**src/cbu_pkg.sv**
```systemverilog
// cbu_pkg: constants and carrier types for the conditional branch unit
// assumes a 16-bit instruction word and a 21-bit byte program counter
package cbu_pkg;
	// ****************************************
	// widths and encodings
	// ****************************************
	localparam int CBU_PC_W = 21;
	localparam logic [3:0] CBU_OP_BRANCH = 4'he;
	localparam logic [3:0] CBU_SUB_NO_OVF = 4'h5;
	localparam logic [3:0] CBU_SUB_NONZERO = 4'h1;
	localparam logic [CBU_PC_W-1:0] CBU_PC_RESET = 21'h000000;
	localparam logic [CBU_PC_W-1:0] CBU_WORD_STEP = 21'h000002;
	localparam logic [1:0] CBU_Q_RESET = 2'h0;
	localparam logic [1:0] CBU_Q_LAST = 2'h3;

	// ****************************************
	// types
	// ****************************************
	typedef struct packed {
		logic [15:0] word;
		logic valid;
	} cbu_instr_t;

	typedef struct packed {
		logic overflow_flag;
		logic zero_flag;
	} cbu_flags_t;

	typedef enum logic [1:0] {
		CBU_EXEC = 2'b01,
		CBU_FLUSH = 2'b10
	} cbu_state_t;
endpackage

```
**src/cbu_branch_unit.sv**
```systemverilog
// cbu_branch_unit: decodes and executes the two conditional branches
// assumes the fetch stage presents the word during phase 0 of a cycle
// Function
// [RL1] branch on no-overflow only if flag is 0
// [RL2] branch on nonzero only if zero flag 0
// [RL3] offset is signed byte, doubled, added
// [RL4] target equals instruction address plus 2 plus 2n
// [RL5] one word; one cycle, two if taken
// [RL6] phase 4 writes counter; taken adds idle cycle
// [RL7] decode 1110 with 0101 or 0001; flags untouched
`timescale 1ns/1ps
module cbu_branch_unit
(
	input wire logic clk_sys_in,
	input wire logic rst_n_in,
	input wire logic clk_en_in,
	input wire cbu_pkg::cbu_instr_t instr_in,
	input wire cbu_pkg::cbu_flags_t flags_in,
	output logic [cbu_pkg::CBU_PC_W-1:0] program_counter_out,
	output logic [1:0] phase_out,
	output logic taken_out,
	output logic flush_out,
	output logic is_branch_out
);
	import cbu_pkg::*;

	// ****************************************
	// timing overview
	// ****************************************
	// one instruction cycle is four enabled clock edges, counted in q
	// from 0 to 3; the word and the flags must stand for all four of
	// them, because the decision is taken combinationally and only
	// used at the edge that ends phase 3
	// a branch that is not taken leaves the counter one word ahead
	// a taken branch writes the target at that same edge and then
	// spends a whole cycle in flush, where any word offered is ignored
	// clk_en_in low freezes the phase counter, the state and the
	// counter together, so a stalled cycle resumes where it stopped

	// ****************************************
	// decode
	// ****************************************
	function automatic logic dec_sub(input logic [15:0] w,
		input logic [3:0] sub);
		dec_sub = (w[15:12] == CBU_OP_BRANCH) && (w[11:8] == sub);
	endfunction

	cbu_state_t state;
	cbu_state_t next_state;
	logic [1:0] q;
	logic [CBU_PC_W-1:0] pc;
	logic taken_latch;
	wire is_no_ovf = instr_in.valid && dec_sub(instr_in.word, CBU_SUB_NO_OVF); // RL7
	wire is_nonzero = instr_in.valid && dec_sub(instr_in.word, CBU_SUB_NONZERO); // RL7
	wire cond_true = (is_no_ovf && !flags_in.overflow_flag) // RL1
		|| (is_nonzero && !flags_in.zero_flag); // RL2
	wire [CBU_PC_W-1:0] offset2 = CBU_PC_W'({{(CBU_PC_W-9){instr_in.word[7]}},
		instr_in.word[7:0], 1'b0}); // RL3
	wire [CBU_PC_W-1:0] pc_inc = pc + CBU_WORD_STEP;
	wire [CBU_PC_W-1:0] target = pc_inc + offset2; // RL4
	wire in_exec = (state == CBU_EXEC);
	wire last_q = (q == CBU_Q_LAST);
	wire take_now = in_exec && cond_true;

	// next state: a taken branch adds one all-idle cycle
	// the move into flush happens only at the last phase, so the
	// three earlier phases of a taken cycle still count as execute
	// flush always lasts exactly four enabled edges and then returns
	// the default branch brings an illegal code back to execute
	always_comb
	begin
		next_state = state;
		case (state)
			CBU_EXEC: if (last_q && take_now) next_state = CBU_FLUSH; // RL5
			CBU_FLUSH: if (last_q) next_state = CBU_EXEC; // RL6
			default: next_state = CBU_EXEC;
		endcase
	end

	// phase counter and state
	always_ff @(posedge clk_sys_in or negedge rst_n_in)
	begin
		if (!rst_n_in)
		begin
			q <= CBU_Q_RESET;
			state <= CBU_EXEC;
		end
		else if (clk_en_in)
		begin
			q <= q + 2'h1;
			state <= next_state;
		end
	end

	// program counter written in phase 4 only; flags are never written
	// in execute the counter is always written: either one word ahead or to
	// the branch target, which itself is built on the advanced value
	// in flush the counter holds, and the taken marker is dropped at
	// the end of the flush so that it stands for that cycle only
	always_ff @(posedge clk_sys_in or negedge rst_n_in)
	begin
		if (!rst_n_in)
		begin
			pc <= CBU_PC_RESET;
			taken_latch <= 1'b0;
		end
		else if (clk_en_in && last_q && in_exec)
		begin
			pc <= take_now ? target : pc_inc; // RL6
			taken_latch <= take_now;
		end
		else if (clk_en_in && last_q)
			taken_latch <= 1'b0;
	end

	// ****************************************
	// outputs
	// ****************************************
	assign program_counter_out = pc;
	assign phase_out = q;
	assign taken_out = taken_latch;
	assign flush_out = (state == CBU_FLUSH);
	assign is_branch_out = in_exec && (is_no_ovf || is_nonzero);
endmodule

```
**config.mk**
```make
export PLATFORM = sky130hd
export DESIGN_NAME = cbu_branch_unit
export DESIGN_NICKNAME = d
export VERILOG_FILES = /design/src/cbu_pkg.sv /design/src/cbu_branch_unit.sv
export SDC_FILE = /design/constraint.sdc
export NUM_CORES = 1
export LEC_CHECK = 0
export ABC_AREA = 1
export ABC_CLOCK_PERIOD_IN_PS = 3700
export BUFFER_PORTS_ARGS = -buffer_cell sky130_fd_sc_hd__buf_4
export CELL_PAD_IN_SITES_DETAIL_PLACEMENT = 0
export CELL_PAD_IN_SITES_GLOBAL_PLACEMENT = 1
export CORE_MARGIN = 3
export CORE_UTILIZATION = 40
export CTS_CLUSTER_DIAMETER = 60
export CTS_CLUSTER_SIZE = 10
export DETAILED_ROUTE_END_ITERATION = 8
export PLACE_DENSITY_LB_ADDON = 0.1
export SLEW_MARGIN = 15
export SYNTH_ARGS = -nofsm -noshare
export SYNTH_HDL_FRONTEND = slang
export SYNTH_SLANG_ARGS = --single-unit
```
**constraint.sdc**
```tcl
create_clock -name clk_sys_in -period 3.7 [get_ports clk_sys_in]
set_input_delay 0.185 -clock clk_sys_in [delete_from_list [all_inputs] [get_ports clk_sys_in]]
set_output_delay 0.185 -clock clk_sys_in [all_outputs]
set_load 0.02 [all_outputs]
```
# Word-level counts from Yosys, hierarchy flattened
# Index checks and enable logic that the tools add are counted.
# word_totals
latchBits	0
out_inout_bits	26
mem_bits_ro	0
ramBits	0
memories	0
register_bits	26
# classes
n_eq_ne	8
div	0
bitwise_logic	0
multipliers	0
shifts	0
n_mux	6
n_reduce_logical	17
n_addsub	3
n_lt_le_gt_ge	0
# op_table
cell	count
21-bit by 2-bit adder with 21-bit output, second input constant	1
21-bit adder	1
21-bit 2-to-1 mux	1
1-bit logical AND	11
2-bit equality test, second input constant	2
4-bit by 1-bit equality test with 1-bit output, second input constant	1
4-bit by 3-bit equality test with 1-bit output, second input constant	1
4-bit equality test, second input constant	1
2-bit 2-to-1 mux	2
2-bit by 1-bit inequality test with 1-bit output, second input constant	2
2-bit one-hot mux with 2 select lines	1
3-bit AND reduction	1
2-bit by 1-bit adder with 2-bit output, second input constant	1
2-bit by 1-bit equality test with 1-bit output, second input constant	1
1-bit zero test	2
1-bit logical OR	2
1-bit 2-to-1 mux	2
2-bit nonzero test	1

# Longest topological paths before layout
# depth
word_depth	9
depth_mapped	21
mapped_depth_nobuf	21

# Worst setup path before layout
# Ideal clock, no wire load.
# synth_path
path_type	reg-to-reg
from	register pc[1] (netlist: program_counter_out[1])
to	register pc[20] (netlist: program_counter_out[20])
path_stages_with_launch	22
arrival_time_ns	2.651
setup_time_ns	0.073
path_slack_ns	0.976
synth_period_minus_slack_ns	2.724
t_required_ns	3.627
path_cell_list	dfrtp_1 -> ha_1 -> nand2_1 -> inv_2 -> nand3_2 -> nor2_4 -> nand3_2 -> nor2_1 -> nand2_1 -> nand2_1 -> inv_1 -> ha_1 -> nand2_1 -> nor2_1 -> inv_1 -> nor2_1 -> nand3b_1 -> nand3_1 -> inv_1 -> nand2_1 -> nand3_1 -> a21oi_2
# synth_via
elab_chain_len	3
# synth_rtl
item	line	source
start: declaration	cbu_branch_unit.sv:51	logic [CBU_PC_W-1:0] pc;
start signal: assignment	cbu_branch_unit.sv:109	pc <= take_now ? target : pc_inc;
21-bit by 2-bit adder with 21-bit output *	cbu_branch_unit.sv:59	wire [CBU_PC_W-1:0] pc_inc = pc + CBU_WORD_STEP;
21-bit adder	cbu_branch_unit.sv:60	wire [CBU_PC_W-1:0] target = pc_inc + offset2;
21-bit 2-to-1 mux *	cbu_branch_unit.sv:109	
# Every way passes the cells marked *; elsewhere a longest branch is shown, timed or not.
# A chain may end at the register's enable or synchronous reset.

# Worst setup path after layout
# Same ends and word-level chain as after synthesis.

==> results.txt <==
- The run finished with clean final reports.
- HPWL after detailed placement: 6985 µm
- Total nets after synthesis: 523
* Critical-path top delay cell: sky130_fd_sc_hd__dfrtp_1
- IR drop worst, VDD: 214.9 µV
- H-tree Lvls: 1
* Cell taking the most area after synthesis: sky130_fd_sc_hd__dfrtp_1
- Layout overhead on the synthesized area: 16.10%
- In this run the count of I/O pins placed on the die edge is 48.
- Final design utilization: 48.01%
* Standby leakage power: 1.887 nW
- Yosys warning total: 0
- Share of cells above drive strength 1: 15.55%
- Floorplan row count: 31
* Tightest Hold Check Type: input port to register
- TritonCTS built the clock tree.
- Core Footprint: 7292 µm²
- On the worst path, the slowest cell contributes a delay of 0.48 ns.
* Commonest cells post-synth: sky130_fd_sc_hd__nand2_1, sky130_fd_sc_hd__inv_1, sky130_fd_sc_hd__nor2_1, sky130_fd_sc_hd__nand3_1, sky130_fd_sc_hd__a21oi_1
* Placer Congestion: 0.8377
- Once layout is done, the placed cells without fillers occupy 3501 µm².
* Height of the die: 92.83 µm
- Number of nets in the final layout: 570
- Antenna violation net count after detailed routing: 0
- Most frequently used flop master after synthesis: sky130_fd_sc_hd__dfrtp_1
- Clock latency reported for the late side of the worst-skew pair: 0.27 ns
- Wire length reported by the detailed router: 8674 µm
* Die area: 8616 µm²
- PortBufs: 46
- Summing all placed instances gives a cell area of 3446 µm².
- Async S/R FF share, synth: 100.0%
- The worst setup path is of the register to register kind.
* Syn_area_per_cell: 6.348 µm²
- The first global-routing pass estimated 14520 µm of wire.
- Clock-pin slew of the registers on the worst-case setup and hold paths: 0.10 ns
- In this run, the number of DRC markers left after iteration 0 of detailed routing was 175.
- Cell count after synthesis: 475
* Buffers inserted by post-CTS timing repair: 0
- Clock skew after layout: 0.005820 ns
- Post-Synthesis Cell Area: 3015 µm²
* Detail-routed via count per cell: 4.968
* Part of the cycle the worst path needs: 81.32%
* Slew at the pin with the worst max-slew slack: 0.5227 ns
* Maximum clock rate: 0.3324 GHz
* Antenna violations before repair: 0
- In the final routed layout, each cell accounts on average for 13.99 µm.
- The floorplan step set the die width to 92.83 µm.
- Cell chosen for the clock root: sky130_fd_sc_hd__clkbuf_8
* Ordered list of cells on the worst path: ha_1 > nand2_1 > inv_2 > nand3_2 > nor2_4 > nand3_2 > nor2_1 > nand2_1 > nand2_1 > inv_1 > ha_1 > nand2_1 > nor2_1 > inv_1 > nor2_1 > nand3b_1 > nand3_1 > inv_1 > nand2_1 > nand3_1 > a21oi_2
- RSZ-0062 raised after global routing: false
- Netlist cell types: 42
* DRC violation count after routing: 0
- CTS Buf Count: 3
* Worst rel slew slack: 65.11%
- Buffers inserted to repair hold after CTS numbered 1.
- Final hold slack: 0.1093 ns
- Top cell type's share of synthesized area: 19.92%
- Along the worst path, the maximum fanout reaches 7.
* Number of global-route vias before repair: 2934
- Number of setup violations in the final report: 0
* Overall track demand over capacity in global routing: 20.96%
* Largest net degree at the start of global routing: 26
* Leading post-synthesis cells by cell area: sky130_fd_sc_hd__dfrtp_1, sky130_fd_sc_hd__nand2_1, sky130_fd_sc_hd__ha_1, sky130_fd_sc_hd__inv_1, sky130_fd_sc_hd__nor2_1
- Summing the sequential cell areas from Yosys gives 20.79% of the chip area.
* Critical Path RT: 3.91 ns
- Critical Path Source Type: register
- Sink count of the clock tree: 25
* Sum of overflow across all layers after global routing: 0
- By instance count, the cell type seen most on the critical path is sky130_fd_sc_hd__nand2_1.
- The first TritonRoute pass finished after 5 iterations.
- Antenna diode count: 0
* Effective utilization at floorplan: 41.35%
* Crit end category: register
* Final Hold Viols: 0
* Post-synth EDFFs: 0
- Total via count in the routed design: 3080
- The number of slew-limit violations in the final report is 0.
* Crit path DAT: 3.22 ns
- Leading cell type by number of instances after synthesis: sky130_fd_sc_hd__nand2_1
- CTS max path bufs: 2
- Max-cap violations in this run came to 0.
* Number of synthesized register bits: 25
- For this design the ratio of total power to cell area is 623.2 nW/µm².
- Tmin final: 3.009 ns
- The number of gates resized after CTS was 0.
- Sum of negative setup slack: 0 ns
## through the flow
stage          std cells  setup WS [ns]  power [mW]
5_1_grt              620         0.2808       2.422
4_1_cts              620         0.6668       2.192
6_report             620         0.6913       2.182
3_3_place_gp         615         0.7591       2.017
3_5_place_dp         615         0.6974       2.013
2_1_floorplan        475         0.9762       1.553
## placed cells by master (no fill, tap or decap), drive strengths merged
master       netlist  final
ha                25     25
o21a               1      1
xor2              14     14
dfrtp             24     24
conb               1      1
or2                1      1
clkbuf             1      4
nor3               9      9
buf                5     47
nand4              7      7
o21bai             4      4
nand3b             5      5
nand2            131    131
fa                 1      1
a22oi              3      3
nor2              54     54
o211ai             2      2
dfstp              1      1
nor4               1      1
a21o               2      2
o31ai              1      1
dlygate4sd3        0      1
o21ai             25     25
and2               1      1
mux2               1      1
xnor2              3      3
nand3             39     39
inv               79     79
a21boi             1      1
a21oi             33     33
## layer usage
layer  vias to the layer above  GRT usage [%]  wire, µm
met2                        77          33.53      3880
met4                         0          4.151       125
met5                         -              0         0
li1                       1620              -         -
met1                      1377          31.00      4196
met3                         6          1.381       472
## sequential cells by signal, summed over array words and instances, names as in the netlist
register,count
phase_out,2
program_counter_out,20
state,2
taken_out,1
## final cells by class
class	count	area (µm²)
Fill cell	785	3791
Inverter	79	296.5
Timing Repair Buffer	48	362.8
Multi-Input combinational cell	365	2046
Sequential cell	25	626.9
Tap cell	99	123.9
Clock buffer	4	45.04
## worst max-delay path, delay by kind of cell (launching register included)
kind | cells | cell delay [ns]
AO/OA/AOI/OAI | 1 | 0.12
adder cells (fa/ha/maj) | 2 | 0.61
buffers and inverters | 4 | 0.27
flip-flops | 1 | 0.48
AND/OR/NAND/NOR | 14 | 1.47
## cells by family after synthesis
family,after synthesis,share of synthesized area [%]
buffers and inverters,85,11.37
XOR/XNOR,17,5.436
AND/OR/NAND/NOR,248,37.51
other,1,0.1244
adder cells (fa/ha/maj),26,11.04
AO/OA/AOI/OAI,72,13.36
flip-flops,25,20.79
multiplexers,1,0.3734
## final timing paths
path,startpoint,slack [ns],cells past startpoint,to
setup / recovery,program_counter_out[1],0.69,21,program_counter_out[20]
hold / removal,clk_en_in,0.11,2,phase_out[0]
setup reg to reg,program_counter_out[1],0.69,21,program_counter_out[20]
hold reg to reg,taken_out,0.50,2,taken_out
max in group asynchronous,rst_n_in,3.03,2,state[0]
min in group asynchronous,rst_n_in,0.37,2,program_counter_out[10]
## power breakdown
| part | leakage, nW | internal (mW) | switching, mW | total, mW |
|---|---|---|---|---|
| Combinational | 1.58 | 0.562 | 0.949 | 1.51 |
| Sequential | 0.282 | 0.362 | 0.138 | 0.500 |
| Clock | 0.0228 | 0.0771 | 0.0928 | 0.170 |
| Total | 1.89 | 1.00 | 1.18 | 2.18 |
Note: power is estimated with default switching activity, not from simulation.
